`config.mk`:
```
export PLATFORM = sky130hd
export DESIGN_NAME = dtec_top
export DESIGN_NICKNAME = d
export VERILOG_FILES = /design/src/hdl/dtec_pkg.sv /design/src/hdl/dtec_cnt_if.sv /design/src/hdl/dtec_counter8.sv /design/src/hdl/dtec_top.sv
export SDC_FILE = /design/constraint.sdc
export NUM_CORES = 1
export LEC_CHECK = 0
export BUFFER_PORTS_ARGS = -buffer_cell sky130_fd_sc_hd__buf_2
export CORE_ASPECT_RATIO = 0.6
export CORE_UTILIZATION = 53
export DETAILED_ROUTE_END_ITERATION = 10
export PLACE_DENSITY = 0.8
export SETUP_SLACK_MARGIN = 0.5
export SLEW_MARGIN = 40
export SYNTH_ARGS = -nofsm -noshare
export SYNTH_HDL_FRONTEND = slang
export SYNTH_SLANG_ARGS = --single-unit
export TNS_END_PERCENT = 30
```
`constraint.sdc`:
```
create_clock -name ref_clk -period 2.9 [get_ports ref_clk]
set_input_delay 0.29 -clock ref_clk [delete_from_list [all_inputs] [get_ports ref_clk]]
set_output_delay 0.29 -clock ref_clk [all_outputs]
set_load 0.02 [all_outputs]
```
`src/hdl/dtec_pkg.sv`:
```
// Shared constants, register map and types for the dual timer / event counter
package dtec_pkg;
    localparam int unsigned  DATA_W            = 8;
    // Register indices; byte address is four times the index
    localparam logic [5:0]   IDX_INT_CTRL      = 6'h0b;
    localparam logic [5:0]   IDX_PERIODIC_VAL  = 6'h0d;
    localparam logic [5:0]   IDX_PERIODIC_CTRL = 6'h0e;
    localparam logic [5:0]   IDX_EVENT_VAL     = 6'h10;
    localparam logic [5:0]   IDX_EVENT_CTRL    = 6'h11;
    localparam logic [5:0]   IDX_PRESCALE      = 6'h13;
    // Control register fields
    localparam int unsigned  CTRL_EDGE_BIT     = 3;
    localparam int unsigned  CTRL_RUN_BIT      = 4;
    localparam int unsigned  CTRL_MODE_LSB     = 6;
    localparam int unsigned  CTRL_MODE_MSB     = 7;
    localparam logic         CTRL_EDGE_RST     = 1'b1;
    localparam logic         CTRL_RUN_RST      = 1'b0;
    // Interrupt control flag positions
    localparam int unsigned  FLAG_PERIODIC_BIT = 5;
    localparam int unsigned  FLAG_EVENT_BIT    = 6;
    localparam int unsigned  PRESCALE_MSB      = 2;
    localparam logic [2:0]   PRESCALE_RST      = 3'h0;
    localparam logic [7:0]   COUNT_MAX         = 8'hff;
    // Instruction clock is the system clock divided by four
    localparam logic [1:0]   INSTR_LAST        = 2'h3;
    localparam logic [1:0]   RESP_OKAY         = 2'h0;
    localparam logic [1:0]   RESP_SLVERR       = 2'h2;

    typedef enum logic [1:0] {
        MODE_OFF   = 2'b00,
        MODE_EVENT = 2'b01,
        MODE_TIMER = 2'b10,
        MODE_PULSE = 2'b11
    } dtec_mode_e;

    function automatic logic regHit(input logic [31:0] addr, input logic [5:0] idx);
        regHit = (addr == {24'h000000, idx, 2'b00});
    endfunction

    function automatic logic [7:0] ctrlWord(input dtec_mode_e mode, input logic run, input logic edgeSel);
        ctrlWord = {mode, 1'b0, run, edgeSel, 3'b000};
    endfunction
endpackage

```
`src/hdl/dtec_cnt_if.sv`:
```
// Control and status bundle between the top and one counter
`timescale 1ns/1ps
interface dtec_cnt_if;
    logic                preloadWr;
    logic [7:0]          wrData;
    dtec_pkg::dtec_mode_e mode;
    logic                edgeSel;
    logic                run;
    logic                srcLevel;
    logic                tickEn;
    logic                hold;
    logic [7:0]          count;
    logic                overflow;
    logic                pwDone;

    modport ctl (output preloadWr, wrData, mode, edgeSel, run, srcLevel, tickEn, hold,
                 input count, overflow, pwDone);
    modport cnt (input preloadWr, wrData, mode, edgeSel, run, srcLevel, tickEn, hold,
                 output count, overflow, pwDone);
endinterface

```
`src/hdl/dtec_counter8.sv`:
```
// One 8-bit up-counter with preload, mode select and pulse-width measurement
`timescale 1ns/1ps
module dtec_counter8 #(
    parameter bit FULL_MODES = 1'b1
) (
    input wire logic ref_clk,
    input wire logic rst_n,
    dtec_cnt_if.cnt  cif
);
    logic       prevLevel;
    logic       measuring;
    logic [7:0] preload;
    logic [7:0] count;
    logic       rise;
    logic       fall;
    logic       activeEdge;
    logic       returnEdge;
    logic       inc;
    logic       wrap;
    logic       stoppedLoad;

    assign rise        = cif.srcLevel & ~prevLevel;
    assign fall        = ~cif.srcLevel & prevLevel;
    assign activeEdge  = cif.edgeSel ? fall : rise;
    assign returnEdge  = cif.edgeSel ? rise : fall;
    assign stoppedLoad = cif.preloadWr & ~cif.run;

    always_comb begin
        inc = 1'b0;
        unique case (cif.mode)
            dtec_pkg::MODE_EVENT: inc = cif.run & activeEdge;
            dtec_pkg::MODE_TIMER: inc = FULL_MODES & cif.run & cif.tickEn;
            dtec_pkg::MODE_PULSE: inc = FULL_MODES & measuring & ~returnEdge;
            dtec_pkg::MODE_OFF:   inc = 1'b0;
        endcase
        inc = inc & ~cif.hold;
    end

    assign wrap         = inc & (count == dtec_pkg::COUNT_MAX);
    assign cif.count    = count;
    assign cif.overflow = wrap;
    assign cif.pwDone   = measuring & returnEdge;

    always_ff @(posedge ref_clk or negedge rst_n) begin
        if (!rst_n) begin
            prevLevel <= 1'b0;
        end else begin
            prevLevel <= cif.srcLevel;
        end
    end

    always_ff @(posedge ref_clk or negedge rst_n) begin
        if (!rst_n) begin
            measuring <= 1'b0;
        end else if (!FULL_MODES || cif.mode != dtec_pkg::MODE_PULSE) begin
            measuring <= 1'b0;
        end else if (measuring) begin
            measuring <= ~returnEdge;
        end else begin
            measuring <= cif.run & activeEdge;
        end
    end

    always_ff @(posedge ref_clk or negedge rst_n) begin
        if (!rst_n) begin
            preload <= 8'h00;
        end else if (cif.preloadWr) begin
            preload <= cif.wrData;
        end
    end

    always_ff @(posedge ref_clk or negedge rst_n) begin
        if (!rst_n) begin
            count <= 8'h00;
        end else if (stoppedLoad) begin
            count <= cif.wrData;
        end else if (wrap) begin
            count <= preload;
        end else if (inc) begin
            count <= count + 8'h01;
        end
    end
endmodule

```
`src/hdl/dtec_top.sv`:
```
// Dual 8-bit timer / event counter with AXI4-Lite register access
`timescale 1ns/1ps
module dtec_top (
    input  wire logic        ref_clk,
    input  wire logic        rst_n,
    input  wire logic [31:0] s_axi_awaddr,
    input  wire logic        s_axi_awvalid,
    output logic             s_axi_awready,
    input  wire logic [31:0] s_axi_wdata,
    input  wire logic [3:0]  s_axi_wstrb,
    input  wire logic        s_axi_wvalid,
    output logic             s_axi_wready,
    output logic [1:0]       s_axi_bresp,
    output logic             s_axi_bvalid,
    input  wire logic        s_axi_bready,
    input  wire logic [31:0] s_axi_araddr,
    input  wire logic        s_axi_arvalid,
    output logic             s_axi_arready,
    output logic [31:0]      s_axi_rdata,
    output logic [1:0]       s_axi_rresp,
    output logic             s_axi_rvalid,
    input  wire logic        s_axi_rready,
    input  wire logic        tick256In,
    input  wire logic        eventIn,
    output logic             periodicOverflowFlag,
    output logic             eventOverflowFlag
);
    dtec_cnt_if perIf();
    dtec_cnt_if evIf();

    logic                 awHave;
    logic                 wHave;
    logic [31:0]          wrAddr;
    logic [7:0]           wrByte;
    logic                 wrLane;
    logic                 doWrite;
    logic                 rdTake;
    logic                 rdMapped;
    logic [7:0]           rdByte;
    dtec_pkg::dtec_mode_e perMode;
    logic                 perRun;
    logic                 perEdge;
    dtec_pkg::dtec_mode_e evMode;
    logic                 evRun;
    logic                 evEdge;
    logic [2:0]           prescale;
    logic [1:0]           instrCnt;
    logic [6:0]           preCnt;
    logic [7:0]           preMaskWide;
    logic [6:0]           preMask;
    logic                 instrTick;
    logic                 tkSync1;
    logic                 tkSync2;
    logic                 evSync1;
    logic                 evSync2;

    assign doWrite = awHave & wHave & ~s_axi_bvalid;
    assign rdTake  = s_axi_arready & s_axi_arvalid;

    // Write address and data are taken independently, in either order
    always_ff @(posedge ref_clk or negedge rst_n) begin
        if (!rst_n) begin
            s_axi_awready <= 1'b0;
            awHave        <= 1'b0;
            wrAddr        <= 32'h00000000;
        end else if (s_axi_awready && s_axi_awvalid) begin
            s_axi_awready <= 1'b0;
            awHave        <= 1'b1;
            wrAddr        <= s_axi_awaddr;
        end else if (doWrite) begin
            awHave        <= 1'b0;
        end else if (!awHave && !s_axi_bvalid) begin
            s_axi_awready <= 1'b1;
        end
    end

    always_ff @(posedge ref_clk or negedge rst_n) begin
        if (!rst_n) begin
            s_axi_wready <= 1'b0;
            wHave        <= 1'b0;
            wrByte       <= 8'h00;
            wrLane       <= 1'b0;
        end else if (s_axi_wready && s_axi_wvalid) begin
            s_axi_wready <= 1'b0;
            wHave        <= 1'b1;
            wrByte       <= s_axi_wdata[7:0];
            wrLane       <= s_axi_wstrb[0];
        end else if (doWrite) begin
            wHave        <= 1'b0;
        end else if (!wHave && !s_axi_bvalid) begin
            s_axi_wready <= 1'b1;
        end
    end

    always_ff @(posedge ref_clk or negedge rst_n) begin
        if (!rst_n) begin
            s_axi_bvalid <= 1'b0;
            s_axi_bresp  <= dtec_pkg::RESP_OKAY;
        end else if (doWrite) begin
            s_axi_bvalid <= 1'b1;
            s_axi_bresp  <= (dtec_pkg::regHit(wrAddr, dtec_pkg::IDX_INT_CTRL)
                          || dtec_pkg::regHit(wrAddr, dtec_pkg::IDX_PERIODIC_VAL)
                          || dtec_pkg::regHit(wrAddr, dtec_pkg::IDX_PERIODIC_CTRL)
                          || dtec_pkg::regHit(wrAddr, dtec_pkg::IDX_EVENT_VAL)
                          || dtec_pkg::regHit(wrAddr, dtec_pkg::IDX_EVENT_CTRL)
                          || dtec_pkg::regHit(wrAddr, dtec_pkg::IDX_PRESCALE))
                          ? dtec_pkg::RESP_OKAY : dtec_pkg::RESP_SLVERR;
        end else if (s_axi_bready) begin
            s_axi_bvalid <= 1'b0;
        end
    end

    always_comb begin
        rdMapped = 1'b1;
        unique case (1'b1)
            dtec_pkg::regHit(s_axi_araddr, dtec_pkg::IDX_PERIODIC_VAL):  rdByte = perIf.count;
            dtec_pkg::regHit(s_axi_araddr, dtec_pkg::IDX_PERIODIC_CTRL): rdByte = dtec_pkg::ctrlWord(perMode, perRun, perEdge);
            dtec_pkg::regHit(s_axi_araddr, dtec_pkg::IDX_EVENT_VAL):     rdByte = evIf.count;
            dtec_pkg::regHit(s_axi_araddr, dtec_pkg::IDX_EVENT_CTRL):    rdByte = dtec_pkg::ctrlWord(evMode, evRun, evEdge);
            dtec_pkg::regHit(s_axi_araddr, dtec_pkg::IDX_INT_CTRL):      rdByte = {1'b0, eventOverflowFlag,
                                                                             periodicOverflowFlag, 5'h00};
            dtec_pkg::regHit(s_axi_araddr, dtec_pkg::IDX_PRESCALE):      rdByte = {5'h00, prescale};
            default: begin
                rdByte   = 8'h00;
                rdMapped = 1'b0;
            end
        endcase
    end

    // value reads return the live count
    always_ff @(posedge ref_clk or negedge rst_n) begin
        if (!rst_n) begin
            s_axi_arready <= 1'b0;
            s_axi_rvalid  <= 1'b0;
            s_axi_rdata   <= 32'h00000000;
            s_axi_rresp   <= dtec_pkg::RESP_OKAY;
        end else if (rdTake) begin
            s_axi_arready <= 1'b0;
            s_axi_rvalid  <= 1'b1;
            s_axi_rdata   <= {24'h000000, rdByte};
            s_axi_rresp   <= rdMapped ? dtec_pkg::RESP_OKAY : dtec_pkg::RESP_SLVERR;
        end else if (s_axi_rvalid) begin
            s_axi_rvalid  <= ~s_axi_rready;
        end else begin
            s_axi_arready <= 1'b1;
        end
    end

    always_ff @(posedge ref_clk or negedge rst_n) begin
        if (!rst_n) begin
            perMode <= dtec_pkg::MODE_OFF;
            perRun  <= dtec_pkg::CTRL_RUN_RST;
            perEdge <= dtec_pkg::CTRL_EDGE_RST;
        end else if (doWrite && wrLane && dtec_pkg::regHit(wrAddr, dtec_pkg::IDX_PERIODIC_CTRL)) begin
            perMode <= dtec_pkg::dtec_mode_e'(wrByte[dtec_pkg::CTRL_MODE_MSB:dtec_pkg::CTRL_MODE_LSB]);
            perRun  <= wrByte[dtec_pkg::CTRL_RUN_BIT];
            perEdge <= wrByte[dtec_pkg::CTRL_EDGE_BIT];
        end
    end

    always_ff @(posedge ref_clk or negedge rst_n) begin
        if (!rst_n) begin
            evMode <= dtec_pkg::MODE_OFF;
            evRun  <= dtec_pkg::CTRL_RUN_RST;
            evEdge <= dtec_pkg::CTRL_EDGE_RST;
        end else if (doWrite && wrLane && dtec_pkg::regHit(wrAddr, dtec_pkg::IDX_EVENT_CTRL)) begin
            evMode <= dtec_pkg::dtec_mode_e'(wrByte[dtec_pkg::CTRL_MODE_MSB:dtec_pkg::CTRL_MODE_LSB]);
            evRun  <= wrByte[dtec_pkg::CTRL_RUN_BIT];
            evEdge <= wrByte[dtec_pkg::CTRL_EDGE_BIT];
        end else if (evIf.pwDone) begin
            evRun  <= 1'b0;
        end
    end

    // sticky flags, set beats a software clear; any mode
    always_ff @(posedge ref_clk or negedge rst_n) begin
        if (!rst_n) begin
            periodicOverflowFlag <= 1'b0;
            eventOverflowFlag    <= 1'b0;
        end else if (doWrite && wrLane && dtec_pkg::regHit(wrAddr, dtec_pkg::IDX_INT_CTRL)) begin
            periodicOverflowFlag <= (periodicOverflowFlag & wrByte[dtec_pkg::FLAG_PERIODIC_BIT]) | perIf.overflow;
            eventOverflowFlag    <= (eventOverflowFlag & wrByte[dtec_pkg::FLAG_EVENT_BIT]) | evIf.overflow;
        end else begin
            periodicOverflowFlag <= periodicOverflowFlag | perIf.overflow;
            eventOverflowFlag    <= eventOverflowFlag | evIf.overflow;
        end
    end

    always_ff @(posedge ref_clk or negedge rst_n) begin
        if (!rst_n) begin
            prescale <= dtec_pkg::PRESCALE_RST;
        end else if (doWrite && wrLane && dtec_pkg::regHit(wrAddr, dtec_pkg::IDX_PRESCALE)) begin
            prescale <= wrByte[dtec_pkg::PRESCALE_MSB:0];
        end
    end

    // instruction clock is system clock over four
    assign instrTick   = (instrCnt == dtec_pkg::INSTR_LAST);
    assign preMaskWide = (8'h01 << prescale) - 8'h01;
    assign preMask     = preMaskWide[6:0];

    always_ff @(posedge ref_clk or negedge rst_n) begin
        if (!rst_n) begin
            instrCnt <= 2'h0;
            preCnt   <= 7'h00;
        end else begin
            instrCnt <= instrCnt + 2'h1;
            if (instrTick) begin
                preCnt <= preCnt + 7'h01;
            end
        end
    end

    // two-stage synchronisers ahead of edge detection
    always_ff @(posedge ref_clk or negedge rst_n) begin
        if (!rst_n) begin
            tkSync1 <= 1'b0;
            tkSync2 <= 1'b0;
            evSync1 <= 1'b0;
            evSync2 <= 1'b0;
        end else begin
            tkSync1 <= tick256In;
            tkSync2 <= tkSync1;
            evSync1 <= eventIn;
            evSync2 <= evSync1;
        end
    end

    // Value writes go to preload; the counter decides whether to load now
    assign perIf.preloadWr = doWrite & wrLane & dtec_pkg::regHit(wrAddr, dtec_pkg::IDX_PERIODIC_VAL);
    assign perIf.wrData    = wrByte;
    assign perIf.mode      = perMode;
    assign perIf.edgeSel   = perEdge;
    assign perIf.run       = perRun;
    assign perIf.srcLevel  = tkSync2;
    assign perIf.tickEn    = 1'b0;
    // a value read stalls that counter for the capture cycle
    assign perIf.hold      = rdTake & dtec_pkg::regHit(s_axi_araddr, dtec_pkg::IDX_PERIODIC_VAL);

    assign evIf.preloadWr  = doWrite & wrLane & dtec_pkg::regHit(wrAddr, dtec_pkg::IDX_EVENT_VAL);
    assign evIf.wrData     = wrByte;
    assign evIf.mode       = evMode;
    assign evIf.edgeSel    = evEdge;
    assign evIf.run        = evRun;
    assign evIf.srcLevel   = evSync2;
    assign evIf.tickEn     = instrTick & ((preCnt & preMask) == preMask);
    assign evIf.hold       = rdTake & dtec_pkg::regHit(s_axi_araddr, dtec_pkg::IDX_EVENT_VAL);

    // Periodic counter lacks timer and pulse-width modes
    dtec_counter8 #(
        .FULL_MODES (1'b0)
    ) u_periodic (
        .ref_clk (ref_clk),
        .rst_n   (rst_n),
        .cif     (perIf.cnt)
    );

    dtec_counter8 #(
        .FULL_MODES (1'b1)
    ) u_event (
        .ref_clk (ref_clk),
        .rst_n   (rst_n),
        .cif     (evIf.cnt)
    );
endmodule

```
==> metrics.txt, run 1 <==
status=complete, but fails checks; failing checks=design-rule violations; Synth cell types=66; # DRC=16; CP required=3.20 ns; Reg2Reg Depth=8; Skew-Pair Late Insertion Delay=0.42 ns; largest net degree at the start of global routing=120; Synth Area in Compound Gates=11.6%; Worst Hold Depth=2; sequential area share after synthesis=50.1%; worst hold path endpoint=s_axi_rvalid$_DFF_PN0_; CP endpoint kind=flip-flop; DR vias/cell=5.90; crit path from=prescale[0]$_DFFE_PN0P_; Via Count=4706; fmax=394 MHz; #FFs+latches synth=119; WL final=15.0 mm; worst slew pin tran=0.680 ns; Final Hold Vio Count=0; Synth Area per Inst=11.3 um2; r2r setup slk=0.36 ns; GRT overflow=0; Pins Over Slew Limit=0; Crit Path Max Fanout=7; Synth Area in Simple Gates=14.6%; Avg WL per Cell=18.8 um; total of max-cap violations=0; Boundary Pins=152; Setup TNS=0 ns; VDD IR max=0.000631 V; Critical Path AT=2.84 ns; post-route minimum period=2.54 ns; Slew HR=54.3%; P_leak=3.38 nW; Synth Area in Adders=1.05%; mux share of post-synthesis cell area=14.8%; overall power=5.43 mW; Area Growth Syn to Fin=23.1%; DP Worst Slack=0.223 ns; EDFF count, synth=0; Die W=139 um; # nets final=759; final setup violation count=0; XOR/XNOR Fraction of Synth Area=1.91%; asr flop ratio synth=100%; core area=10700 um2; Synth Warn #=0; total CTS buffers=17; Hold Crit Start=s_axi_rready; Hold Path Class=input pin to flip-flop; FP Rows=29; clock sink count=119; H-tree depth=4; RR Startpoint=prescale[0]$_DFFE_PN0P_; dpl hpwl=10.2 mm; fill count=766; Pre-Repair DR Iteration Count=11; ANT cells=0; CTS Root Cell=clkbuf_16; gpl congestion=0.889; synthesized area=5950 um2; Die H=84.1 um; Synth Flop Type=dfrtp_1; fin util=68.2%; combinational family with the most area after synthesis=multiplexers; Clock transition at path regs=0.06 ns; Routed Antenna Nets=0; Clock Skew=0.00755 ns; first-pass GRT wire length=23.8 mm; TritonCTS clock tree=done; cell area power density=741 nW/um2; gr usage total=26.9%; DIE AREA=11700 um2; setup repair after global routing missed its margin=yes; Initial Utilization=55.4%; worst reg2reg endpoint=u_event.cif.count[1]$_DFFE_PN0P_; critical path class=flip-flop to flip-flop; Final Cycle Share=87.5%; Initial DRC Count=529; post-route setup slack=0.363 ns; vias in the first global route=4758; initial antenna violation count=1; Max clock buf depth=2; Mapped Cells=525; layout cells sized above 1=37.7%; Port Buf Inserts=98; Worst Setup Start Kind=flip-flop
layer usage:
layer	vias up	part of all wire, %	GRT usage (%)
li1	2135	-	-
met1	2328	43	37.8
met2	220	46	40.0
met3	23	10	7.52
met4	0	1.1	9.49
met5	-	0	0
worst max-delay path, stage by stage, from the launching register on:
cell and delay [ns]:
dfrtp_1 0.38, or3_4 0.40, ha_4 0.20, a221o_1 0.31, a2111o_1 0.46, a21oi_4 0.23, buf_6 0.17, mux2i_1 0.19
o21ai_1 0.07
registers in the layout, indices dropped and copies added, names as in the netlist, 2 cells and up:
name,cells
wrAddr,32
evIf.wrData,8
s_axi_rdata,8
u_event.cif.count,8
u_event.preload,8
u_periodic.cif.count,8
u_periodic.preload,8
preCnt,7
prescale,3
evIf.mode,2
instrCnt,2
perIf.mode,2
logic make-up after synthesis:
family                   Yosys count
adder cells (fa/ha/maj)            5
other                              1
AND/OR/NAND/NOR                  150
flip-flops                       119
buffers and inverters             60
multiplexers                      77
AO/OA/AOI/OAI                    100
XOR/XNOR                          13
report_power, final:
| group | switching [mW] | internal [mW] | total, mW |
|---|---|---|---|
| Clock | 0.800 | 1.32 | 2.12 |
| Sequential | 0.426 | 2.00 | 2.43 |
| Combinational | 0.419 | 0.466 | 0.885 |
| Total | 1.64 | 3.79 | 5.43 |
worst max-delay path by stage:
stage	to	cells after the start	slack (ns)
2_1_floorplan	u_event.cif.count[1]$_DFFE_PN0P_	9	0.43
3_3_place_gp	u_periodic.cif.count[7]$_DFFE_PN0P_	7	0.31
3_5_place_dp	u_periodic.cif.count[7]$_DFFE_PN0P_	7	0.22
4_1_cts	u_event.cif.count[1]$_DFFE_PN0P_	8	0.38
5_1_grt	u_event.cif.count[1]$_DFFE_PN0P_	8	0.29
6_report	u_event.cif.count[1]$_DFFE_PN0P_	8	0.36
through the flow:
stage,std cells,hold WS (ns),instance area [um2]
floorplan,550,-0.00559,6080
CTS,795,0.0753,7270
global placement,754,0.336,6550
detailed placement,754,0.342,6550
finish,797,0.0770,7330
global route,797,0.0934,7330
synth_stat cells (all sizes together) (5+ instances only):
master    n  area share, %
xor2      8            1.2
nand2b    7           0.74
o21ai    27            2.3
a21o      6           0.76
nand3b    5           0.63
inv      16            1.0
and3      5           0.53
mux2     70             14
nor3      6           0.50
nor4     14            1.8
ha        5            1.1
mux2i     7            1.2
nand2    38            2.4
or3       7           0.82
nand4    10            1.1
nor4b     5           0.95
buf      33            4.1
a221o     7            1.2
xnor2     5           0.74
clkbuf   11           0.69
nand3     7           0.59
a21oi    17            1.5
dfrtp   117             49
o21a      5           0.63
nor2     23            1.5
and4      5           0.74
cells in the final DEF (no fill, tap or decap), types with 6 or more instances in the layout:
| cell | synthesis | routed |
|---|---|---|
| inv_1 | 16 | 16 |
| nor2_1 | 23 | 22 |
| nand2b_1 | 7 | 7 |
| buf_2 | 3 | 98 |
| dfrtp_1 | 117 | 117 |
| buf_4 | 29 | 16 |
| nand3_1 | 7 | 6 |
| nand2_1 | 38 | 38 |
| a21o_1 | 6 | 6 |
| nor4_1 | 12 | 8 |
| nand4_1 | 10 | 10 |
| mux2i_1 | 7 | 7 |
| xor2_1 | 8 | 8 |
| mux2_4 | 6 | 6 |
| o21ai_0 | 27 | 24 |
| mux2_2 | 64 | 64 |
| a21oi_1 | 16 | 13 |
| a221o_1 | 7 | 7 |
| conb_1 | 1 | 26 |
| clkbuf_16 | 0 | 17 |
final cells by class:
class	instances	area, um2	share of cell area [%]
timing repair buffer	119	672	9.17
sequential	119	2980	40.7
multi-input combinational	372	2840	38.8
clock buffer	19	453	6.18
inverter	16	60.1	0.820
tap	139	174	2.37
clock inverter	13	145	1.98
repair_timing:
item	CTS	global route
endpoints found under the hold margin	8	0
pin swaps	6	6
buffers inserted	5	1
hold buffers	3	0
cloned	1	1
endpoints found under the setup margin	38	36
resized for setup	11	6
No activity file was read; power rests on OpenSTA's default activity.
==> inputs of run 2 (changes only) <==
CORE_MARGIN = 2   (was default)
GPL_ROUTABILITY_DRIVEN = 1   (was default)
==> run 2 against run 1 <==
Effect of this change:
- the run now ends clean
- sequential power about the same
- maximum frequency down 2.1%
- setup slack worse by 0.056 ns
- clock-buffer cell count down 2
- worst hold slack worse by 0.0055 ns
- via count down 0.30%
- power up 1.5%
- register-to-register slack worse by 0.06 ns
- first-iteration DRC count down 34%
- clock skew about the same
- wire length up 0.73%
- utilization up 0.34 points
- critical endpoint is now u_event.cif.count[7]$_DFFE_PN0P_
==> metrics.txt, run 2 (synthesis gave the netlist of run 1 again) <==
first-pass GRT wire length=23.9 mm; setup repair after global routing missed its margin=yes; Initial DRC Count=350; Avg WL per Cell=18.9 um; largest net degree at the start of global routing=50; # DRC=0; Initial Utilization=55.4%; commonest non-fill, non-tap cell in the layout=dfrtp_1; fmax=386 MHz; gpl congestion=0.885; CP required=3.22 ns; initial antenna violation count=0; sequential fraction of design power=44.3%; Critical Path AT=2.91 ns; Via Count=4692; worst hold slack=0.0715 ns; max FFs per register=32; Boundary Pins=152; Hold Crit Start=s_axi_rready; post-route setup slack=0.308 ns; Worst Hold Depth=2; Skew-Pair Late Insertion Delay=0.42 ns; r2r setup slk=0.31 ns; DR vias/cell=5.87; Pint=3.84 mW; Pre-Repair DR Iteration Count=5; Final Cycle Share=89.4%; Die W=141 um; Routed Antenna Nets=0; core area=10700 um2; total CTS buffers=17; TritonCTS clock tree=done; H-tree depth=4; VDD IR max=0.000622 V; worst hold path endpoint=s_axi_rvalid$_DFF_PN0_; Crit Path Max Fanout=13; critical path class=flip-flop to flip-flop; Pins Over Slew Limit=0; Hold Path Class=input pin to flip-flop; Port Buf Inserts=98; # nets final=762; layout cells sized above 1=37.8%; clock sink count=119; gr usage total=25.9%; Sw Share=30.4%; DP Worst Slack=0.167 ns; CTS Root Cell=clkbuf_16; P_leak=3.40 nW; cell area power density=749 nW/um2; Clock transition at path regs=0.06 ns; combinational power share=16.0%; Final Hold Vio Count=0; Worst Setup Start Kind=flip-flop; Reg2Reg Depth=9; Max clock buf depth=2; status=complete, no violations; total of max-cap violations=0; FP Rows=29; post-route minimum period=2.59 ns; dpl hpwl=10.6 mm; Clock Skew=0.00747 ns; DIE AREA=12100 um2; Die H=86.1 um; worst slew pin tran=0.629 ns; WL final=15.1 mm; RR Startpoint=prescale[2]$_DFFE_PN0P_; CP endpoint kind=flip-flop; most frequent cells in the layout=116 x dfrtp_1, 97 x buf_2, 64 x mux2_2; Slew HR=58.1%; Setup TNS=0 ns; final setup violation count=0; clock share of power=39.7%; register with the most flip-flops=wrAddr; GRT overflow=0; worst reg2reg endpoint=u_event.cif.count[7]$_DFFE_PN0P_; Psw=1.68 mW; Area Growth Syn to Fin=23.7%; vias in the first global route=4637; ANT cells=0
==> run 2: changes by cell type in the layout (fill, tap and decap cells not counted), sizes merged <==
| cell | change |
|---|---|
| buf | +3 |
| clkinvlp | -2 |
| clkinv | +1 |
| bufinv | +1 |
| clkbuf | -2 |
| inv | +2 |
==> run 2: worst max-delay path: stages (launching register included) <==
cell      delay [ns]
dfrtp_1         0.38
or3_4           0.40
ha_4            0.19
or4b_4          0.48
a31oi_2         0.19
a2111o_1        0.21
a21oi_2         0.08
buf_6           0.17
and4_1          0.15
o31ai_1         0.23
==> run 2: worst max path at each step <==
stage | start | to | slack, ns | cells after the start
final | prescale[2]$_DFFE_PN0P_ | u_event.cif.count[7]$_DFFE_PN0P_ | 0.31 | 9
after global routing | prescale[2]$_DFFE_PN0P_ | u_event.cif.count[7]$_DFFE_PN0P_ | 0.25 | 9
after CTS | prescale[2]$_DFFE_PN0P_ | u_event.cif.count[7]$_DFFE_PN0P_ | 0.37 | 9
after detailed placement | wrAddr[17]$_DFFE_PN0P_ | u_periodic.cif.count[1]$_DFFE_PN0P_ | 0.17 | 7
after global placement | wrAddr[12]$_DFFE_PN0P_ | u_periodic.cif.count[7]$_DFFE_PN0P_ | 0.31 | 7
after floorplan | prescale[0]$_DFFE_PN0P_ | u_event.cif.count[1]$_DFFE_PN0P_ | 0.43 | 9
==> run 2: power by group through the flow <==
stage	Sequential, mW	Clock, mW	Combinational (mW)
finish	2.44	2.19	0.881
global route	2.49	2.30	0.966
CTS	2.39	2.22	0.864
detailed placement	2.40	0	0.848
global placement	2.37	0	0.800
floorplan	2.26	0	0.638
==> run 2: layout make-up <==
type | count | area (um2)
clock buffer | 17 | 425
clock inverter | 15 | 194
fill | 791 | 3380
inverter | 16 | 60.1
multi-input combinational | 372 | 2840
sequential | 119 | 2980
tap | 139 | 174
timing repair buffer | 122 | 692
==> run 2: through the flow <==
stage | instances | instance area (um2) | total power [mW] | utilization [%]
after floorplan | 550 | 6080 | 2.90 | -
after global placement | 755 | 6540 | 3.17 | 60.9
after detailed placement | 755 | 6540 | 3.25 | 60.9
after CTS | 798 | 7280 | 5.47 | 67.8
after global routing | 800 | 7360 | 5.76 | 68.5
final | 800 | 7360 | 5.51 | 68.5
==> run 2: repair_timing <==
| action | in CTS | in global routing |
|---|---|---|
| pin swaps | 8 | 8 |
| endpoints found under the setup margin | 44 | 44 |
| hold buffers | 3 | 0 |
| buffers inserted | 7 | 2 |
| gates resized for setup | 7 | 12 |
| gates cloned | 1 | 0 |
| hold endpoints to repair | 46 | 0 |
==> run 2: metal layers <==
layer | track usage [%] | up-vias | share of wire, %
li1 | - | 2145 | -
met1 | 35.2 | 2280 | 43
met2 | 39.8 | 242 | 46
met3 | 8.43 | 25 | 9.8
met4 | 8.18 | 0 | 1.4
met5 | 0 | - | 0
